## src/inc/ahs_pkg.sv

```systemverilog
// Register map, field layout and timing constants of the trigger sequencer
package ahs_pkg;

  // ==========================================================================
  // Register offsets (byte addresses)
  localparam logic [7:0] OFF_MODE0  = 8'h00;
  localparam logic [7:0] OFF_MODE1  = 8'h04;
  localparam logic [7:0] OFF_MODE2  = 8'h08;
  localparam logic [7:0] OFF_CHSEL  = 8'h0C;
  localparam logic [7:0] OFF_RESULT = 8'h10;
  localparam logic [7:0] OFF_ULIM   = 8'h14;
  localparam logic [7:0] OFF_LLIM   = 8'h18;
  localparam logic [7:0] OFF_STATUS = 8'h1C;

  // ==========================================================================
  // Field positions
  localparam int M0_EN      = 0;
  localparam int M0_SCAN    = 1;
  localparam int M0_ONESHOT = 2;
  localparam int M0_START   = 7;
  localparam int M2_SNZ     = 2;
  localparam int M2_RCK     = 3;
  localparam int ST_STATE   = 0;
  localparam int ST_SLOT    = 2;
  localparam int ST_CLKREQ  = 4;
  localparam int ST_WOKE    = 5;

  // ==========================================================================
  // Widths, trigger source codes and reset values
  localparam int CH_W  = 5;
  localparam int RES_W = 10;
  localparam int LIM_W = 8;
  localparam int MODE_W = 8;
  localparam logic [1:0] TRG_EVENT    = 2'h1;
  localparam logic [1:0] TRG_CALENDAR = 2'h2;
  localparam logic [1:0] TRG_INTERVAL = 2'h3;
  localparam logic [7:0] MODE1_RST = 8'h00;
  localparam logic [7:0] ULIM_RST  = 8'hFF;
  localparam logic [7:0] LLIM_RST  = 8'h00;

  // ==========================================================================
  // Power stabilization wait, rounded up to whole clock cycles
  localparam int CLK_PERIOD_NS = 8;
  localparam int STAB_TIME_NS  = 1000;
  localparam int STAB_CYC = (STAB_TIME_NS + CLK_PERIOD_NS - 1) / CLK_PERIOD_NS;

  typedef enum logic [1:0] {
    ST_STOP = 2'b00,
    ST_WAIT = 2'b01,
    ST_STAB = 2'b11,
    ST_CONV = 2'b10
  } ahs_state_e;

endpackage

```

## src/hdl/ahs_sync.sv

```systemverilog
// Three-stage synchroniser whose output follows once stages two and three agree
module ahs_sync #(
  parameter int W = 1
) (
  input  wire logic         pclk,
  input  wire logic         presetn,
  input  wire logic [W-1:0] async_in,
  output logic      [W-1:0] sync_out
);

  logic [W-1:0] f1_q;
  logic [W-1:0] f2_q;
  logic [W-1:0] f3_q;
  logic [W-1:0] out_q;

  // Per bit: take the value when both stages agree, else hold
  always_ff @(posedge pclk or negedge presetn) begin
    if (!presetn) begin
      f1_q  <= '0;
      f2_q  <= '0;
      f3_q  <= '0;
      out_q <= '0;
    end else begin
      f1_q  <= async_in;
      f2_q  <= f1_q;
      f3_q  <= f2_q;
      out_q <= (f2_q & f3_q) | (out_q & (f2_q | f3_q));
    end
  end

  assign sync_out = out_q;

endmodule

```

## src/hdl/ahs_ctrl.sv

```systemverilog
// Hardware-trigger wait scan sequencer with low-power low_power_autonomous_mode and APB registers
//
// The APB register port and the placing of the registers were decided locally.

// Notes on behaviour
// RULE1 - Enable written 1 while stopped enters trigger standby, no conversion yet.
// RULE2 - Trigger in standby sets start bit and begins the four-channel scan.
// RULE3 - Scan slots convert in order from the first to the fourth.
// RULE4 - Each finished channel stores its result and pulses the end interrupt.
// RULE5 - Sequential form starts the next pass itself after the fourth channel.
// RULE6 - One-shot form clears start bit after the pass and returns to standby.
// RULE7 - Trigger during a scan aborts it and restarts from the first channel.
// RULE8 - Any channel register write during conversion aborts and restarts.
// RULE9 - Start bit written 1 during conversion aborts and restarts.
// RULE10 - Start bit cleared during conversion aborts and returns to standby.
// RULE11 - With enable 0 every trigger is ignored.
// RULE12 - Range-rejected results are neither stored nor interrupt.
// RULE13 - Low_power_autonomous_mode converts from stop mode, one-shot forms only.
// RULE14 - Software enables low_power_autonomous_mode only on the fast on-chip oscillator.
// RULE15 - Software sets up, sets low_power_autonomous_mode-wait bit, then the enable bit.
// RULE16 - Software loads mode register 1 with one of three low_power_autonomous_mode values.
// RULE17 - Low_power_autonomous_mode trigger requests oscillator clock and counts stabilization wait.
// RULE18 - Trigger source chosen in mode register 1 among three sources.
// RULE19 - Select-mode low_power_autonomous_mode with passing result interrupts and wakes.
// RULE20 - Scan low_power_autonomous_mode with any interrupt keeps clock request high, wakes.
// RULE21 - No interrupt in low_power_autonomous_mode pass drops clock request until next trigger.
// RULE22 - After wake software clears low_power_autonomous_mode-wait; until then triggers are ignored.
module ahs_ctrl
  import ahs_pkg::*;
#(
  parameter int SCAN_N      = 4,
  parameter int STAB_CYCLES = STAB_CYC
) (
  input  wire logic             pclk,
  input  wire logic             presetn,
  input  wire logic             psel,
  input  wire logic             penable,
  input  wire logic             pwrite,
  input  wire logic [7:0]       paddr,
  input  wire logic [31:0]      pwdata,
  output logic      [31:0]      prdata,
  output logic                  pready,
  output logic                  pslverr,
  input  wire logic             trig_event_in,
  input  wire logic             trig_calendar_in,
  input  wire logic             trig_interval_in,
  input  wire logic             stop_mode,
  output logic                  conv_start,
  output logic                  conv_abort,
  output logic      [CH_W-1:0]  conv_channel,
  input  wire logic             conv_done,
  input  wire logic [RES_W-1:0] conv_data,
  output logic                  conversion_end_irq,
  output logic                  osc_clk_req,
  output logic                  low_power_autonomous_mode_wakeup
);

  localparam int SLOT_W = $clog2(SCAN_N);
  localparam int CNT_W  = 12;

  initial begin
    // Status register holds only two slot bits
    if (SCAN_N < 2 || SCAN_N > 4 || SCAN_N != (1 << SLOT_W))
      $error("SCAN_N must be 2 or 4");
    if (STAB_CYCLES < 1 || STAB_CYCLES >= (1 << CNT_W))
      $error("STAB_CYCLES out of range");
  end

  // ==========================================================================
  // State
  ahs_state_e          state_q, state_d;
  logic                enable_q;
  logic                scan_q;
  logic                oneshot_q;
  logic                start_q, start_d;
  logic [MODE_W-1:0]   mode1_q;
  logic                snz_wait_q;
  logic                rck_q;
  logic [CH_W-1:0]     chsel_q;
  logic [LIM_W-1:0]    ulim_q;
  logic [LIM_W-1:0]    llim_q;
  logic [RES_W-1:0]    result_q;
  logic [SLOT_W-1:0]   slot_q, slot_d;
  logic [CNT_W-1:0]    cnt_q, cnt_d;
  logic                clkreq_q, clkreq_d;
  logic                snz_act_q, snz_act_d;
  logic                hit_q, hit_d;
  logic                woke_q, woke_d;
  logic                cstart_q, cstart_d;
  logic                cabort_q, cabort_d;
  logic [CH_W-1:0]     chan_q;
  logic                irq_q;
  logic                wake_q, wake_d;
  logic [31:0]         prdata_q;

  // ==========================================================================
  // APB decode; zero wait states, read data captured in setup phase
  wire acc     = psel & penable;
  wire wr      = acc & pwrite;
  wire sel_m0  = (paddr == OFF_MODE0);
  wire sel_m1  = (paddr == OFF_MODE1);
  wire sel_m2  = (paddr == OFF_MODE2);
  wire sel_ch  = (paddr == OFF_CHSEL);
  wire sel_res = (paddr == OFF_RESULT);
  wire sel_ul  = (paddr == OFF_ULIM);
  wire sel_ll  = (paddr == OFF_LLIM);
  wire sel_st  = (paddr == OFF_STATUS);
  wire mapped  = sel_m0 | sel_m1 | sel_m2 | sel_ch | sel_res | sel_ul |
                 sel_ll | sel_st;

  wire wr_m0    = wr & sel_m0;
  wire wr_ch    = wr & sel_ch;
  wire wr_m2    = wr & sel_m2;
  wire new_en   = pwdata[M0_EN];
  wire start1   = wr_m0 & pwdata[M0_START];
  wire start0   = wr_m0 & ~pwdata[M0_START];
  wire en_now   = wr_m0 ? new_en : enable_q;
  wire oneshot_now = wr_m0 ? pwdata[M0_ONESHOT] : oneshot_q;
  wire scan_now = wr_m0 ? pwdata[M0_SCAN] : scan_q;
  wire snz_now  = wr_m2 ? pwdata[M2_SNZ] : snz_wait_q;
  wire [CH_W-1:0] base_now = wr_ch ? pwdata[CH_W-1:0] : chsel_q;

  wire [31:0] status_w = {26'h0, woke_q, clkreq_q, 2'(slot_q), state_q};
  wire [31:0] rd_word =
    sel_m0  ? {24'h0, start_q, 4'h0, oneshot_q, scan_q, enable_q} :
    sel_m1  ? {24'h0, mode1_q} :
    sel_m2  ? {28'h0, rck_q, snz_wait_q, 2'h0} :
    sel_ch  ? {27'h0, chsel_q} :
    sel_res ? {22'h0, result_q} :
    sel_ul  ? {24'h0, ulim_q} :
    sel_ll  ? {24'h0, llim_q} :
    sel_st  ? status_w : 32'h0;

  assign pready  = 1'b1;
  assign pslverr = acc & ~mapped;
  assign prdata  = prdata_q;

  // ==========================================================================
  // Trigger select and gating
  logic [2:0] trig_sync;
  logic [2:0] trig_prev_q;

  ahs_sync #(.W(3)) u_trig_sync (
    .pclk     (pclk),
    .presetn  (presetn),
    .async_in ({trig_interval_in, trig_calendar_in, trig_event_in}),
    .sync_out (trig_sync)
  );

  wire [2:0] trig_edge = trig_sync & ~trig_prev_q;
  wire [1:0] trg_sel   = mode1_q[1:0];
  wire trig_raw = (trg_sel == TRG_EVENT)    ? trig_edge[0] :     // RULE18
                  (trg_sel == TRG_CALENDAR) ? trig_edge[1] :
                  (trg_sel == TRG_INTERVAL) ? trig_edge[2] : 1'b0;
  // Low_power_autonomous_mode from stop mode only in one-shot form; others wait for wake-up
  wire stop_ok  = ~stop_mode | (oneshot_q & snz_wait_q);         // RULE13
  wire trig_go  = trig_raw & enable_q & stop_ok &                // RULE11
                  ~(woke_q & snz_wait_q);                         // RULE22
  wire snz_go   = stop_mode & snz_wait_q & oneshot_q;            // RULE17

  // ==========================================================================
  // Range check on the upper result bits
  wire [LIM_W-1:0] cmp_val = conv_data[RES_W-1 -: LIM_W];
  wire in_range = (cmp_val >= llim_q) && (cmp_val <= ulim_q);
  wire range_ok = rck_q ? ~in_range : in_range;
  wire last     = ~scan_q | (slot_q == SLOT_W'(SCAN_N - 1));
  wire restart  = trig_go | wr_ch | start1;
  wire in_conv  = (state_q == ST_CONV);
  wire store    = in_conv & en_now & ~start0 & ~restart & conv_done &
                  range_ok;                                       // RULE12

  // ==========================================================================
  // Sequencer
  always_comb begin
    state_d   = state_q;
    start_d   = start_q;
    slot_d    = slot_q;
    cnt_d     = cnt_q;
    clkreq_d  = clkreq_q;
    snz_act_d = snz_act_q;
    hit_d     = hit_q;
    woke_d    = woke_q;
    cstart_d  = 1'b0;
    cabort_d  = 1'b0;
    wake_d    = 1'b0;
    if (woke_q && !snz_now) begin
      woke_d   = 1'b0;
      clkreq_d = 1'b0;
    end
    case (state_q)
      ST_STOP: begin
        if (wr_m0 && new_en)
          state_d = ST_WAIT;                                      // RULE1
      end
      ST_WAIT: begin
        if (!en_now) begin
          state_d = ST_STOP;
        end else if (trig_go && snz_go) begin
          state_d   = ST_STAB;                                    // RULE17
          clkreq_d  = 1'b1;
          snz_act_d = 1'b1;
          hit_d     = 1'b0;
          cnt_d     = CNT_W'(STAB_CYCLES - 1);
        end else if (trig_go) begin
          state_d  = ST_CONV;                                     // RULE2
          start_d  = 1'b1;
          slot_d   = '0;
          cstart_d = 1'b1;
        end
      end
      ST_STAB: begin
        if (!en_now) begin
          state_d   = ST_STOP;
          clkreq_d  = 1'b0;
          snz_act_d = 1'b0;
        end else if (cnt_q == '0) begin
          state_d  = ST_CONV;
          start_d  = 1'b1;
          slot_d   = '0;
          cstart_d = 1'b1;
        end else begin
          cnt_d = cnt_q - CNT_W'(1);
        end
      end
      ST_CONV: begin
        if (!en_now || start0) begin
          state_d   = en_now ? ST_WAIT : ST_STOP;                 // RULE10
          start_d   = 1'b0;
          cabort_d  = 1'b1;
          clkreq_d  = clkreq_q & woke_q;
          snz_act_d = 1'b0;
        end else if (restart) begin
          cabort_d = 1'b1;                                        // RULE7 RULE8
          cstart_d = 1'b1;                                        // RULE9
          slot_d   = '0;
        end else if (conv_done) begin
          if (store && snz_act_q)
            hit_d = 1'b1;
          if (!last) begin
            slot_d   = slot_q + SLOT_W'(1);                       // RULE3
            cstart_d = 1'b1;
          end else if (!oneshot_q) begin
            slot_d   = '0;                                        // RULE5
            cstart_d = 1'b1;
          end else begin
            state_d = ST_WAIT;                                    // RULE6
            start_d = 1'b0;
            slot_d  = '0;
            if (snz_act_q) begin
              snz_act_d = 1'b0;
              if (hit_q || store) begin
                woke_d = 1'b1;                                    // RULE19 RULE20
                wake_d = 1'b1;
              end else begin
                clkreq_d = 1'b0;                                  // RULE21
              end
            end
          end
        end
      end
      default: state_d = ST_STOP;
    endcase
  end

  // ==========================================================================
  // Registers
  always_ff @(posedge pclk or negedge presetn) begin
    if (!presetn) begin
      enable_q   <= 1'b0;
      scan_q     <= 1'b0;
      oneshot_q  <= 1'b0;
      mode1_q    <= MODE1_RST;
      snz_wait_q <= 1'b0;
      rck_q      <= 1'b0;
      chsel_q    <= '0;
      ulim_q     <= ULIM_RST;
      llim_q     <= LLIM_RST;
      prdata_q   <= 32'h0;
    end else begin
      enable_q   <= en_now;
      scan_q     <= scan_now;
      oneshot_q  <= oneshot_now;
      snz_wait_q <= snz_now;
      chsel_q    <= base_now;
      if (wr && sel_m1)
        mode1_q <= pwdata[MODE_W-1:0];
      if (wr_m2)
        rck_q <= pwdata[M2_RCK];
      if (wr && sel_ul)
        ulim_q <= pwdata[LIM_W-1:0];
      if (wr && sel_ll)
        llim_q <= pwdata[LIM_W-1:0];
      if (psel && !penable)
        prdata_q <= rd_word;
    end
  end

  always_ff @(posedge pclk or negedge presetn) begin
    if (!presetn) begin
      state_q     <= ST_STOP;
      start_q     <= 1'b0;
      slot_q      <= '0;
      cnt_q       <= '0;
      clkreq_q    <= 1'b0;
      snz_act_q   <= 1'b0;
      hit_q       <= 1'b0;
      woke_q      <= 1'b0;
      cstart_q    <= 1'b0;
      cabort_q    <= 1'b0;
      wake_q      <= 1'b0;
      trig_prev_q <= '0;
    end else begin
      state_q     <= state_d;
      start_q     <= start_d;
      slot_q      <= slot_d;
      cnt_q       <= cnt_d;
      clkreq_q    <= clkreq_d;
      snz_act_q   <= snz_act_d;
      hit_q       <= hit_d;
      woke_q      <= woke_d;
      cstart_q    <= cstart_d;
      cabort_q    <= cabort_d;
      wake_q      <= wake_d;
      trig_prev_q <= trig_sync;
    end
  end

  // Result write loses to a same-cycle mode register 0 or channel write
  always_ff @(posedge pclk or negedge presetn) begin
    if (!presetn) begin
      result_q <= '0;
      irq_q    <= 1'b0;
      chan_q   <= '0;
    end else begin
      irq_q <= store;                                             // RULE4
      if (store)
        result_q <= conv_data;
      if (cstart_d)
        chan_q <= base_now + CH_W'(slot_d);
    end
  end

  assign conv_start         = cstart_q;
  assign conv_abort         = cabort_q;
  assign conv_channel       = chan_q;
  assign conversion_end_irq = irq_q;
  assign osc_clk_req        = clkreq_q;
  assign low_power_autonomous_mode_wakeup      = wake_q;

  wire done_go = in_conv & conv_done & en_now & ~start0 & ~restart;
endmodule

```

## config.mk

```make
export PLATFORM = sky130hd
export DESIGN_NAME = ahs_ctrl
export DESIGN_NICKNAME = d
export VERILOG_FILES = /design/src/inc/ahs_pkg.sv /design/src/hdl/ahs_sync.sv /design/src/hdl/ahs_ctrl.sv
export SDC_FILE = /design/constraint.sdc
export NUM_CORES = 1
export LEC_CHECK = 0
export BUFFER_PORTS_ARGS = -buffer_cell sky130_fd_sc_hd__buf_2
export CAP_MARGIN = 20
export CORE_UTILIZATION = 46
export CTS_BUF_LIST = sky130_fd_sc_hd__clkbuf_8
export DETAILED_ROUTE_END_ITERATION = 10
export PLACE_DENSITY_LB_ADDON = 0.08
export SETUP_SLACK_MARGIN = 0.4
export SLEW_MARGIN = 20
export SYNTH_ARGS = -nofsm -noshare
export SYNTH_HDL_FRONTEND = slang
export SYNTH_SLANG_ARGS = --single-unit
```

## constraint.sdc

```tcl
create_clock -name pclk -period 4.8 [get_ports pclk]
set_input_delay 0.48 -clock pclk [delete_from_list [all_inputs] [get_ports pclk]]
set_output_delay 0.48 -clock pclk [all_outputs]
set_load 0.005 [all_outputs]
```

After elaboration in Yosys (flattened, before gate mapping)
Index checks and enable logic that the tools add are counted.
- output and inout bits: 44
- logic and storage cells: 246
- input port bits: 60
- register bits: 121
- order comparisons: 2
- multiplexer cells: 108
- bitwise operators: 46
- reductions and logical operators: 25
- add/sub/neg operators: 3
- eq/ne operators: 33
- operators with widths (kind ; count):
    1-bit two-way mux ; 67
    10-bit two-way mux ; 5
    12-bit two-way mux ; 4
    2-bit two-way mux ; 20
    8-bit by 5-bit equality test with 1-bit output (second input constant) ; 4
    2-bit != test (second input constant) ; 12
    12-bit case mux with 2 select lines ; 1
    1-bit bitwise AND ; 21
    8-bit by 4-bit equality test with 1-bit output (second input constant) ; 2
    8-bit two-way mux ; 2
    7-bit AND reduction ; 2
    12-bit zero test ; 1
    3-bit by 2-bit != test with 1-bit output (second input constant) ; 4
    1-bit case mux with 3 select lines ; 4
    12-bit by 1-bit subtractor with 12-bit output (second input constant) ; 1
    1-bit bitwise OR ; 11
    2-bit equality test (second input constant) ; 5
    10-bit AND reduction ; 1
    3-bit bitwise AND ; 3
    1-bit logical AND ; 9
    8-bit by 3-bit equality test with 1-bit output (second input constant) ; 1
    8-bit greater-or-equal comparator ; 1
    8-bit less-or-equal comparator ; 1
    8-bit zero test ; 1
    other kinds (21) ; 34

Logic depth before layout (Yosys ltp)
Gate-level depths: netlist of run 1.
- word-level depth: 23
- mapped depth: 14
- gate-level depth less buffers: 13

Modules after synthesis
From an unflattened synthesis of run 1, not the netlist that was laid out.
- cells, all modules: 523
- area total of the unflattened synthesis: 5400.2 µm²
- modules (own cells, without submodules) (module ; cells an instance ; area each (µm²) ; seq. area each (µm²) ; instances):
    ahs_ctrl ; 508 ; 5066.1 ; 2187.1 ; 1
    ahs_sync ; 15 ; 334.1 ; 300.3 ; 1

Worst setup path before layout of run 1
Ideal clock, no wire load.
- path type: register -> register
- start: register cnt_q[3]
- end: register chan_q[2], in the netlist conv_channel[2]
- required time: 4.675 ns
- stages on the path, launching flop included: 13
- setup slack: 1.408 ns
- arrival time: 3.267 ns
- setup time: 0.125 ns
- path buffers: 1
- clock period less this slack: 3.392 ns
- cell sequence: dfrtp_1 -> or4_4 -> or4b_1 -> buf_2 -> or4_4 -> a21oi_4 -> nor2_1 -> a32o_1 -> ha_1 -> inv_1 -> fa_1 -> xor2_1 -> mux2_4
- word-level cells in the longest chain between the ends: 5
- elaborated cells between the ends (all ways): 8
- those cells by class: 1 x add/sub; 6 x mux; 1 x reduce/logical
- ends and longest elaborated chain (item ; line ; RTL):
    from (decl) ; ahs_ctrl.sv:84 ; logic [CNT_W-1:0] cnt_q, cnt_d;
    from (signal assigned) ; ahs_ctrl.sv:316 ; cnt_q <= cnt_d;
    12-bit zero test ; ahs_ctrl.sv:216 ; end else if (cnt_q == '0) begin
    2-bit two-way mux ; ahs_ctrl.sv:216 ;
    2-bit two-way mux ; ahs_ctrl.sv:212 ; if (!en_now) begin
    2-bit case mux with 3 select lines ; ahs_ctrl.sv:190 ; case (state_q)
    net slot_d[0] ; ahs_ctrl.sv:83 ; logic [SLOT_W-1:0] slot_q, slot_d;
    5-bit by 2-bit adder with 5-bit output ; ahs_ctrl.sv:339 ; chan_q <= base_now + CH_W'(slot_d);
    to (signal assigned) ; ahs_ctrl.sv:339 ;
    to (decl) ; ahs_ctrl.sv:91 ; logic [CH_W-1:0] chan_q;
The timed path passes the listed nets, and every way through them passes these cells.
A chain may end at the register's enable or synchronous reset.

Worst setup path after layout of run 1
- start: register cnt_q[3]
- end: register chan_q[3], in the netlist conv_channel[3]
The elaborated chain is that of the path after synthesis.

==> results of run 1 <==
==> cells by family after synthesis <==
| family | Yosys count | share of synthesized area |
|---|---|---|
| xor+xnor | 3 | 0.004861 |
| other cells | 2 | 0.001389 |
| simple gates | 151 | 0.1474 |
| compound gates | 120 | 0.1479 |
| flops | 99 | 0.4601 |
| fa+ha+maj | 24 | 0.05554 |
| mux | 51 | 0.1106 |
| buf+inv | 77 | 0.07221 |
==> worst paths after layout <==
kind                                     start             endpoint  slack [ns]  cells past startpoint
max                                   cnt_q[3]      conv_channel[3]        1.14                     11
min                                    presetn          result_q[7]        0.18                      1
max reg2reg                           cnt_q[3]      conv_channel[3]        1.14                     11
min reg2reg                u_trig_sync.f1_q[0]  u_trig_sync.f2_q[0]        0.36                      0
max in group asynchronous              presetn            ulim_q[6]        3.63                      2
min in group pclk             trig_interval_in  u_trig_sync.f1_q[2]        0.19                      1
==> flip-flops by register name, indices dropped and copies added, names as in the netlist, 2 cells and up <==
signal	cells
slot_q	2
cnt_q	12
mode1_q	8
ulim_q	8
llim_q	8
conv_channel	5
u_trig_sync.f2_q	3
trig_prev_q	3
state_q	2
result_q	10
prdata	10
chsel_q	5
u_trig_sync.f3_q	3
u_trig_sync.sync_out	3
u_trig_sync.f1_q	3
==> placed cells by master (no fill, tap or decap), drive strengths merged, types with 4 or more instances in the layout <==
| cell type | n |
|---|---|
| a21oi | 27 |
| a221oi | 4 |
| a22oi | 6 |
| buf | 58 |
| clkbuf | 9 |
| conb | 23 |
| dfrtp | 91 |
| dfstp | 8 |
| ha | 20 |
| inv | 38 |
| mux2 | 37 |
| mux2i | 14 |
| nand2 | 44 |
| nand2b | 7 |
| nand3 | 10 |
| nand4 | 4 |
| nor2 | 29 |
| nor2b | 4 |
| nor3 | 14 |
| nor4 | 5 |
| o21ai | 39 |
| o31ai | 7 |
| or4 | 8 |
==> power groups by stage <==
stage / Sequential (uW) / Clock [uW] / Combinational, uW
2_1_floorplan: 870 / 0 / 64.0
3_3_place_gp: 873 / 0 / 99.3
3_5_place_dp: 873 / 0 / 102
4_1_cts: 857 / 575 / 102
5_1_grt: 859 / 607 / 115
6_report: 857 / 556 / 101
==> layout make-up <==
cell class | instances | area [um^2]
Multi-Input combinational cell | 372 | 2608
Inverter | 36 | 135.1
Tap cell | 143 | 178.9
Fill cell | 1081 | 5512
Clock buffer | 9 | 123.9
Timing Repair Buffer | 58 | 297.8
Sequential cell | 99 | 2487
Clock inverter | 7 | 76.32
==> routing by layer <==
layer | vias up | routed length (um) | share of wire | GRT usage
met2 | 122 | 5458 | 0.44 | 0.3172
met1 | 1956 | 6150 | 0.49 | 0.3101
li1 | 1943 | - | - | -
met3 | 19 | 628 | 0.050 | 0.04720
met4 | 0 | 255 | 0.020 | 0.07289
met5 | - | 0 | 0 | 0
==> critical path, delay by kind of cell, from the launching register on <==
family	cells	cell delay, ns
flip-flops	1	0.44
AO/OA/AOI/OAI	3	0.59
multiplexers	1	0.27
XOR/XNOR	1	0.14
AND/OR/NAND/NOR	5	1.88
adder cells (fa/ha/maj)	1	0.23
==> per-stage QoR <==
| stage | hold WS, ns | instance area [um^2] |
|---|---|---|
| global route | 0.1740 | 5907 |
| detailed placement | 0.3387 | 5707 |
| global placement | 0.3331 | 5707 |
| floorplan | 0.1844 | 5485 |
| CTS | 0.1813 | 5907 |
| finish | 0.1840 | 5907 |
==> summary.md, run 1 <==
| Metric | Value |
|---|---|
| Outcome | `finished, final reports clean` |
| Area leader, netlist | `dfrtp_1` |
| Final layout net count | `657` |
| GP Congestion | `0.8453` |
| Fin crit share | `0.7629` |
| Async SR Flop Fraction | `1.000` |
| EDFF count, synth | `0` |
| Residual DRC | `0` |
| CP max stage cell | `or4b_1` |
| Leakage | `0.002783 uW` |
| Total power draw | `1513 uW` |
| Combinational share of power | `0.067` |
| Pins Over Slew Limit | `0` |
| GRT Total Usage | `0.2144` |
| Highest Clock Rate | `273.1 MHz` |
| Post-Syn Instances | `527` |
| Post-CTS setup buffer count | `0` |
| Die X | `110.4 um` |
| First-pass GRT wire length | `20510 um` |
| Worst-margin pin slew | `0.8075 ns` |
| Post-synth top area share | `0.4212` |
| VDD IR max | `0.2251 mV` |
| Unrepaired setup endpoints after global routing | `no` |
| DR vias/cell | `5.580` |
| WL per Instance | `17.25 um` |
| Dpl ws | `0.8671 ns` |
| Worst Setup Slack, final | `1.138 ns` |
| Most numerous cell in the Yosys netlist | `dfrtp_1` |
| Setup crit start kind | `flip-flop` |
| Final Hold Viols | `0` |
| Total wire length | `12490 um` |
| Remaining global-route overflow | `0` |
| Clock sinks | `99` |
| CP cell instances | `or4_4 > or4b_1 > or4_4 > a21oi_4 > nor2_1 > a32o_1 > ha_1 > a21oi_1 > nor2_1 > xnor2_1 > mux2_4` |
| Final core occ | `0.5173` |
| Non-filler cells, final | `724` |
| Synth area leaders | `dfrtp_1 (42%), mux2_2 (5.0%), ha_1 (4.6%), dfstp_2 (3.9%), o21ai_0 (3.2%)` |
| Arr. time, crit path | `3.94 ns` |
| Most common library cells after synthesis | `dfrtp_1 (91), nand2_1 (44), inv_1 (35), o21ai_0 (35), nor2_1 (29)` |
| Initial antenna violation count | `0` |
| Max_slew headroom | `0.4617` |
| Initial core utilization | `0.4735` |
| Hold/Removal Path Class | `input pin to async pin` |
| Clock skew | `0.006563 ns` |
| Antenna diodes | `0` |
| Area delta synth->final | `9.257%` |
| Synth Warn # | `0` |
| Layout cell share with drive strength beyond 1 | `0.2272` |
| Die Span Y | `110.4 um` |
| Final ANT Viol Nets | `0` |
| Number of synthesized register bits | `99` |
| Port bufs | `56` |
| FP Rows | `39` |
| Largest net degree at the start of global routing | `66` |
| Clk buf depth | `2` |
| Number of DRC markers in iteration 0 | `208` |
| CTS HTree Levels | `3` |
| Vias in the first global route | `3933` |
| Sw frac | `0.2544` |
| CTS Root Cell | `clkbuf_8` |
| Cell count after placement | `708` |
| Die area | `0.01219 mm^2` |
| Syn Std Cell Area | `0.005406 mm^2` |
| Core ar. | `0.01142 mm^2` |
| Post-route minimum period | `3.662 ns` |
| Clock Latency Late Sink | `0.38 ns` |
| CP Max Fanout | `6` |
| Prevailing post-synth register cell | `dfrtp_1` |
| Reg power frac | `0.566` |
| Hold-fix buffers, CTS | `0` |
| Setup Crit Path Kind | `flip-flop to flip-flop` |
| Maximum capacitance violations | `0` |
| CTS tree | `yes` |
| Vias | `4040` |
| Clock power frac | `0.367` |
| Total CTS buffers | `9` |
| Cell internal pwr | `1129 uW` |
| Mean post-synth cell area | `10.26 um^2` |
| Worst EP required | `5.08 ns` |
| Setup TNS | `0 ns` |
| Crit end category | `flip-flop` |
| Net Switching | `385.0 uW` |
| Sequential share of the synthesized area | `0.4601` |
| PD cells | `256.2 mW/mm^2` |
| I/O pin count | `104` |
| Clock transition at the registers of the reported paths | `0.10 ns` |
| DP HPWL | `9297 um` |
| Netlist cell types | `73` |
| Final setup vio count | `0` |
| Largest stage delay on the critical path | `0.60 ns` |
| Initial DRT Pass Iterations | `4` |
| Post-CTS sizing | `0` |
(Power assumes the default switching activity.)
==> run 2: changes to the inputs <==
--- a/config.mk
+++ b/config.mk
@@ -5,6 +5,7 @@
 export SDC_FILE = /design/constraint.sdc
 export NUM_CORES = 1
 export LEC_CHECK = 0
+export ABC_AREA = 1
 export BUFFER_PORTS_ARGS = -buffer_cell sky130_fd_sc_hd__buf_2
 export CAP_MARGIN = 20
 export CORE_UTILIZATION = 46
==> constraint.sdc (replaced) <==
create_clock -name pclk -period 3.34 [get_ports pclk]
set_input_delay 0.334 -clock pclk [delete_from_list [all_inputs] [get_ports pclk]]
set_output_delay 0.334 -clock pclk [all_outputs]
set_load 0.005 [all_outputs]
==> run 2 against run 1 <==
- the run now ends with negative hold slack left
- sequential share of layout area decreased by 0.20 points
- setup slack got worse by 0.47 ns
- largest power group unchanged
- register-to-register slack got worse by 0.47 ns
- utilization is 1.8 points higher
- wire length is 0.69% lower
- global-route usage grew 1.4 points
- hold slack worse by 0.19 ns
- combinational power grew to 3.0 times the previous value
- final cell count grew 18%
- critical endpoint is now conv_channel[4]
- sequential power grew 54%
- clock skew grew 0.0045 ns
- fmax up 37%
==> summary.md, run 2 <==
| Metric | Value |
|---|---|
| Max_slew headroom | `0.4825 (+0.02081)` |
| Most common library cells after synthesis | `nand2_1 (171), dfrtp_1 (91), inv_1 (85), o21ai_0 (57), nor2_1 (45)` |
| DP HPWL | `9481 um (+2.0%)` |
| Antenna diodes | `0 (unchanged)` |
| FF-to-FF path depth | `11 (unchanged)` |
| Setup TNS | `0 ns (unchanged)` |
| Initial antenna violation count | `0 (unchanged)` |
| Failing checks | `negative hold slack` |
| Largest net degree at the start of global routing | `87 (+32%)` |
| GR peak layer | `met1` |
| Non-filler cells, final | `857 (+18%)` |
| Outcome | `finished with violations` |
| Met1 Use GR | `0.3394 (+0.02930)` |
| Remaining global-route overflow | `0 (unchanged)` |
| Hold-fix buffers, CTS | `0 (unchanged)` |
| Residual DRC | `0 (unchanged)` |
| PD cells | `428.1 mW/mm^2 (+67%)` |
| Crit end category | `flip-flop` |
| Clock sinks | `99 (unchanged)` |
| CTS tree | `yes` |
| Async SR Flop Fraction | `1.000 (unchanged)` |
| Area delta synth->final | `11.07%` |
| CP dominant cell by count | `inv_1` |
| Initial DRT Pass Iterations | `5 (+1)` |
| Clock skew | `0.01110 ns (+0.004540 ns)` |
| Worst EP required | `3.60 ns (-1.48 ns)` |
| Area leader, netlist | `dfrtp_1` |
| Met2 Use GR | `0.3308 (+0.01362)` |
| Core ar. | `0.01108 mm^2 (-3.0%)` |
| Vias in the first global route | `3980 (+1.2%)` |
| Most numerous cell in the Yosys netlist | `nand2_1` |
| Syn Std Cell Area | `0.005344 mm^2 (-1.2%)` |
| Cell count after placement | `841 (+19%)` |
| Post-Syn Instances | `652 (+24%)` |
| Synth Warn # | `0 (unchanged)` |
| FP Rows | `38 (-2.6%)` |
| VDD IR max | `0.3663 mV (+63%)` |
| Total CTS buffers | `9 (unchanged)` |
| Setup Crit Path Kind | `flip-flop to flip-flop` |
| Clock transition at the registers of the reported paths | `0.10 ns (about the same)` |
| Final ANT Viol Nets | `0 (unchanged)` |
| Die X | `109.8 um (-0.57%)` |
| Clk buf depth | `2 (unchanged)` |
| Arr. time, crit path | `2.94 ns (-1.00 ns)` |
| Clock Latency Late Sink | `0.39 ns (about the same)` |
| Worst hold margin | `-0.006818 ns (-0.1909 ns)` |
| Worst-margin pin slew | `0.7763 ns (-0.03121 ns)` |
| Post-CTS sizing | `0 (unchanged)` |
| Pins Over Slew Limit | `0 (unchanged)` |
| Fin crit share | `0.8002 (+0.03738)` |
| Unrepaired setup endpoints after global routing | `no` |
| Hold/Removal Path Class | `input pin to async pin` |
| Initial core utilization | `0.4824 (+0.008898)` |
| WL per Instance | `14.48 um (-16%)` |
| Prevailing post-synth register cell | `dfrtp_1` |
| Number of synthesized register bits | `99 (unchanged)` |
| Maximum capacitance violations | `0 (unchanged)` |
| I/O pin count | `104 (unchanged)` |
| CP Max Fanout | `7 (+1)` |
| Setup crit start kind | `flip-flop` |
| Largest stage delay on the critical path | `0.48 ns (-0.12 ns)` |
| EDFF count, synth | `0 (unchanged)` |
| Commonest cells after routing, fill and taps aside | `nand2_1 (171), dfrtp_1 (91), inv_1 (85)` |
| Sequential share of the synthesized area | `0.4655 (+0.005386)` |
| Post-route minimum period | `2.673 ns (-0.9889 ns)` |
| Final Hold Viols | `5 (+5)` |
| Post-CTS setup buffer count | `0 (unchanged)` |
| Netlist cell types | `49 (-33%)` |
| Total power draw | `2541 uW (+68%)` |
| Reg with most FFs | `cnt_q` |
| CP cell instances | `inv_1 > nor2_1 > inv_1 > o21ai_0 > a32o_1 > ha_1 > inv_1 > fa_1 > nor2_1 > xnor2_1 > a21oi_2` |
| Die area | `0.01205 mm^2 (-1.1%)` |
| Commonest non-fill, non-tap cell in the layout | `nand2_1` |
| Final layout net count | `793 (+21%)` |
| Max FFs per register | `12 (unchanged)` |
| GRT met3 Usage | `0.05453 (+0.007334)` |
| CTS Root Cell | `clkbuf_8` |
| Leakage | `0.003026 uW (+8.7%)` |
| Die Span Y | `109.8 um (-0.57%)` |
| Final setup vio count | `0 (unchanged)` |
| Mean post-synth cell area | `8.196 um^2 (-20%)` |
| Highest Clock Rate | `374.1 MHz (+37%)` |
| Post-synth top area share | `0.4261 (+0.004931)` |
| First-pass GRT wire length | `20360 um (-0.74%)` |
| Synth area leaders | `dfrtp_1 (43%), nand2_1 (12%), inv_1 (6.0%), o21ai_0 (5.3%), ha_1 (4.7%)` |
| CTS HTree Levels | `3 (unchanged)` |
| Port bufs | `56 (unchanged)` |
| Layout cell share with drive strength beyond 1 | `0.1688 (-0.05844)` |
| Total wire length | `12410 um (-0.69%)` |
| Number of DRC markers in iteration 0 | `274 (+32%)` |
| GP Congestion | `0.8792 (+4.0%)` |
| GRT Total Usage | `0.2283 (+0.01386)` |
| DR vias/cell | `5.081 (-9.0%)` |
| Vias | `4354 (+7.8%)` |
| CP max stage cell | `dfrtp_1` |
## run 2: changes by cell type after synthesis, moves of 7 or more
cell / previous run / this run
inv_1: 35 / 85
mux2_2: 24 / 0
nand3_1: 10 / 20
nand2_1: 44 / 171
o21ai_0: 35 / 57
mux2i_1: 14 / 0
nor2_1: 29 / 45
nor3_1: 14 / 7
nand2b_1: 7 / 0
mux2_4: 11 / 0
## run 2: kinds of logic after synthesis
family	synth area share
simple gates	0.2327
compound gates	0.1316
buf+inv	0.1028
flops	0.4655
fa+ha+maj	0.05619
xor+xnor	0.009836
other cells	0.001405
## run 2: critical path, delay by kind of cell, from the launching register on
kind                     cells  cell delay [ns]
adder cells (fa/ha/maj)      2             0.57
AND/OR/NAND/NOR              2             0.47
flip-flops                   1             0.48
buffers and inverters        3             0.37
XOR/XNOR                     1             0.15
AO/OA/AOI/OAI                3             0.53
## run 2: metal layers
layer / share of wire / up-vias
li1: - / 2170
met1: 0.50 / 2016
met2: 0.42 / 157
met3: 0.069 / 11
met4: 0.011 / 0
met5: 0 / -
## run 2: worst paths after layout
kind                                           from             endpoint  slack [ns]
worst max-delay path                     state_q[1]      conv_channel[4]        0.67
worst min-delay path                        presetn            prdata[4]      -0.007
worst max register to register           state_q[1]      conv_channel[4]        0.67
worst min register to register  u_trig_sync.f1_q[1]  u_trig_sync.f2_q[1]        0.35
max in group asynchronous                   presetn       trig_prev_q[1]        2.63
min in group pclk                  trig_calendar_in  u_trig_sync.f1_q[1]        0.05
## run 2: where the power goes
part           leakage, uW  switching (uW)  internal [uW]
registers          0.00127            47.4           1270
clock network     0.000123             429            496
logic              0.00163             183            117
## run 2: per-stage QoR
stage | setup WS [ns] | utilization | instance area, um^2
after detailed placement | 0.3775 | 0.5133 | 5687
final | 0.6672 | 0.5358 | 5936
after CTS | 0.4859 | 0.5348 | 5924
after global routing | 0.4578 | 0.5358 | 5936
after floorplan | 0.8402 | - | 5423
after global placement | 0.4550 | 0.5133 | 5687
## run 2: area by class of cell
class	count	area (um^2)
fillers	1096	5142
flip-flops and latches	99	2487
multi-input cells	455	2391
inverters	88	335.3
repair buffers	59	309.0
well taps	140	175.2
clock buffers	9	123.9
clock inverters	7	113.9
==> run 3: changes to the inputs <==
==> constraint.sdc (replaced) <==
create_clock -name pclk -period 2.5 [get_ports pclk]
set_input_delay 0.25 -clock pclk [delete_from_list [all_inputs] [get_ports pclk]]
set_output_delay 0.25 -clock pclk [all_outputs]
set_load 0.005 [all_outputs]
==> run 3 against run 2 <==
- the run now ends clean
- clock-buffer cell count increased by 1
- hold slack better by 0.092 ns
- largest power group unchanged
- via count grew 5.1%
- critical path depth is 2 higher
- first-iteration DRC count up 1.1%
- power grew 45%
- clock power grew 58%
==> summary.md, run 3 (same netlist as run 2, synthesis figures left out) <==
| Metric | Value |
|---|---|
| Post-route minimum period | `2.446 ns (-0.2270 ns)` |
| Clock skew | `0.01561 ns (+0.004511 ns)` |
| Pins Over Slew Limit | `0 (unchanged)` |
| Die X | `109.8 um (unchanged)` |
| Die area | `0.01205 mm^2 (unchanged)` |
| Largest stage delay on the critical path | `0.47 ns (about the same)` |
| Cell internal pwr | `2786 uW (+48%)` |
| Non-filler cells, final | `903 (+5.4%)` |
| Vias | `4577 (+5.1%)` |
| R2r setup slk | `0.05 ns (-0.61 ns)` |
| FF-to-FF path depth | `13 (+2)` |
| Port bufs | `56 (unchanged)` |
| Reg with most FFs | `cnt_q` |
| Final ANT Viol Nets | `0 (unchanged)` |
| DR vias/cell | `5.069 (-0.23%)` |
| CP max stage cell | `dfrtp_2` |
| GRT Total Usage | `0.2367 (+0.008410)` |
| Antenna diodes | `0 (unchanged)` |
| I/O pin count | `104 (unchanged)` |
| Layout cell share with drive strength beyond 1 | `0.2988 (+0.1301)` |
| Remaining global-route overflow | `0 (unchanged)` |
| Final setup vio count | `0 (unchanged)` |
| Highest Clock Rate | `408.9 MHz (+9.3%)` |
| Initial core utilization | `0.4824 (unchanged)` |
| Worst-margin pin slew | `0.6427 ns (-0.1336 ns)` |
| Initial DRT Pass Iterations | `5 (unchanged)` |
| VDD IR max | `0.5648 mV (+54%)` |
| Crit end category | `flip-flop` |
| GP Congestion | `0.8647 (-1.6%)` |
| Levels on crit path | `13 (+2)` |
| DP HPWL | `9790 um (+3.3%)` |
| Max_slew headroom | `0.5716 (+0.08908)` |
| RR Endpoint | `conv_channel[1]` |
| PD cells | `548.4 mW/mm^2 (+28%)` |
| CP endpoint | `conv_channel[1]` |
| Setup Crit Path Kind | `flip-flop to flip-flop` |
| Clock transition at the registers of the reported paths | `0.09 ns (about the same)` |
| Reg power frac | `0.477 (-0.041)` |
| Final Hold Viols | `0 (-5)` |
| Initial antenna violation count | `0 (unchanged)` |
| Clock Latency Late Sink | `0.39 ns (about the same)` |
| Largest net degree at the start of global routing | `53 (-39%)` |
| Filler cells | `1025 (-6.5%)` |
| Met1 Use GR | `0.3385 (-0.0008929)` |
| Outcome | `finished, final reports clean` |
| Worst EP required | `2.81 ns (-0.79 ns)` |
| Delay-heaviest family, CP | `compound AO/OA/AOI/OAI gates` |
| GRT met3 Usage | `0.06698 (+0.01245)` |
| Fin crit share | `0.9783 (+0.1781)` |
| Core ar. | `0.01108 mm^2 (unchanged)` |
| Crit path from | `snz_wait_q` |
| Total CTS buffers | `9 (unchanged)` |
| WL per Instance | `14.97 um (+3.4%)` |
| Leakage | `0.003378 uW (+12%)` |
| Setup crit start kind | `flip-flop` |
| CP cell instances | `a21oi_4 > nand2_1 > nor2_2 > nand3_1 > nand2_1 > nand3_2 > nor2_2 > o21ai_1 > a32o_2 > ha_4 > inv_2 > fa_2 > a21oi_2` |
| Clock sinks | `99 (unchanged)` |
| Unrepaired setup endpoints after global routing | `yes` |
| Area delta synth->final | `26.06%` |
| Clock power frac | `0.395 (+0.031)` |
| Cell count after placement | `866 (+3.0%)` |
| Max FFs per register | `12 (unchanged)` |
| RR Startpoint | `snz_wait_q` |
| CTS HTree Levels | `3 (unchanged)` |
| CTS Root Cell | `clkbuf_8` |
| GR peak layer | `met2` |
| Net Switching | `908.7 uW (+38%)` |
| Total wire length | `13520 um (+9.0%)` |
| Sw frac | `0.2460 (-0.01354)` |
| Clk buf depth | `2 (unchanged)` |
| CTS tree | `yes` |
| Maximum capacitance violations | `0 (unchanged)` |
| Die Span Y | `109.8 um (unchanged)` |
| Number of DRC markers in iteration 0 | `277 (+1.1%)` |
| Combinational share of power | `0.128 (+0.010)` |
| Arr. time, crit path | `2.76 ns (-0.18 ns)` |
| Commonest non-fill, non-tap cell in the layout | `nand2_1` |
| Vias in the first global route | `4274 (+7.4%)` |
| Commonest cells after routing, fill and taps aside | `nand2_1 (150), dfrtp_1 (90), inv_1 (77)` |
| Final layout net count | `839 (+5.8%)` |
| Met2 Use GR | `0.3513 (+0.02054)` |
| Residual DRC | `0 (unchanged)` |
| Sequential cell area | `0.002489 mm^2 (about the same)` |
| Setup TNS | `0 ns (unchanged)` |
| Hold/Removal Path Class | `input pin to flip-flop` |
| First-pass GRT wire length | `21230 um (+4.3%)` |
| CP Max Fanout | `4 (-3)` |
| CP bufs+invs | `1 (-2)` |
| FP Rows | `38 (unchanged)` |
| Footprint of the multi-input gates | `0.002716 mm^2 (+14%)` |
[run 3: cell types whose count changed in the layout (fill, tap and decap cells not counted), moves of 5 or more]
| cell | previous run | this run |
|---|---|---|
| buf_4 | 3 | 39 |
| ha_1 | 20 | 12 |
| ha_4 | 0 | 7 |
| inv_1 | 85 | 77 |
| inv_2 | 1 | 8 |
| nand2_1 | 171 | 150 |
| nand2_2 | 6 | 22 |
| nand2_4 | 5 | 10 |
| nor2_1 | 45 | 36 |
| nor2_4 | 3 | 10 |
[run 3: worst min path at each step]
stage / startpoint / to / slack [ns] / cells after the start
detailed placement: presetn / prdata[5] / 0.31 / 1
floorplan: presetn / chsel_q[0] / -0.05 / 0
global placement: presetn / prdata[5] / 0.30 / 1
finish: conv_data[1] / result_q[1] / 0.09 / 3
global route: conv_data[0] / result_q[0] / 0.07 / 3
CTS: conv_data[0] / result_q[0] / 0.05 / 3
[run 3: layout make-up]
class	instances	share of cell area
clock buffer	10	0.02043
clock inverter	6	0.02359
inverter	88	0.05015
multi-input combinational	455	0.4032
sequential	99	0.3694
tap	140	0.02600
timing repair buffer	105	0.1072
[run 3: what timing repair did]
action | in CTS | in global routing
hold endpoints to repair | 42 | 0
setup endpoints to repair | 23 | 26
resized for setup | 10 | 66
pin swaps | 2 | 29
gates cloned | 0 | 1
setup buffers | 3 | 13
hold buffers | 4 | 0
[run 3: power groups by stage]
stage	sequential, uW	combinational (uW)	clock (uW)
after global routing	1770	539	1560
after global placement	1790	414	0
final	1760	474	1460
after detailed placement	1790	427	0
after floorplan	1780	251	0
after CTS	1760	440	1500
[run 3: metal layers]
layer | share of wire | vias up | wire length [um]
met1 | 0.48 | 2142 | 6520
met5 | 0 | - | 0
met2 | 0.44 | 148 | 5931
met3 | 0.061 | 20 | 829
li1 | - | 2267 | -
met4 | 0.017 | 0 | 235
[run 3: metrics by stage]
step	util	total power (uW)	setup slack (ns)	cell area [um^2]	hold slack (ns)
after global placement	0.5357	2201	-0.003942	5934	0.3030
after floorplan	-	2029	0.2280	5470	-0.04559
after detailed placement	0.5357	2217	-0.03321	5934	0.3106
after CTS	0.5718	3700	0.09825	6335	0.05154
final	0.6081	3695	0.05419	6736	0.08507
after global routing	0.6081	3870	-0.09755	6736	0.07171
[run 3: worst register-to-register path: stages (launching register included)]
cell and delay [ns]:
dfrtp_2 0.47, a21oi_4 0.20, nand2_1 0.08, nor2_2 0.12
nand3_1 0.07, nand2_1 0.08, nand3_2 0.08, nor2_2 0.13
o21ai_1 0.08, a32o_2 0.25, ha_4 0.17, inv_2 0.06
fa_2 0.45, a21oi_2 0.13
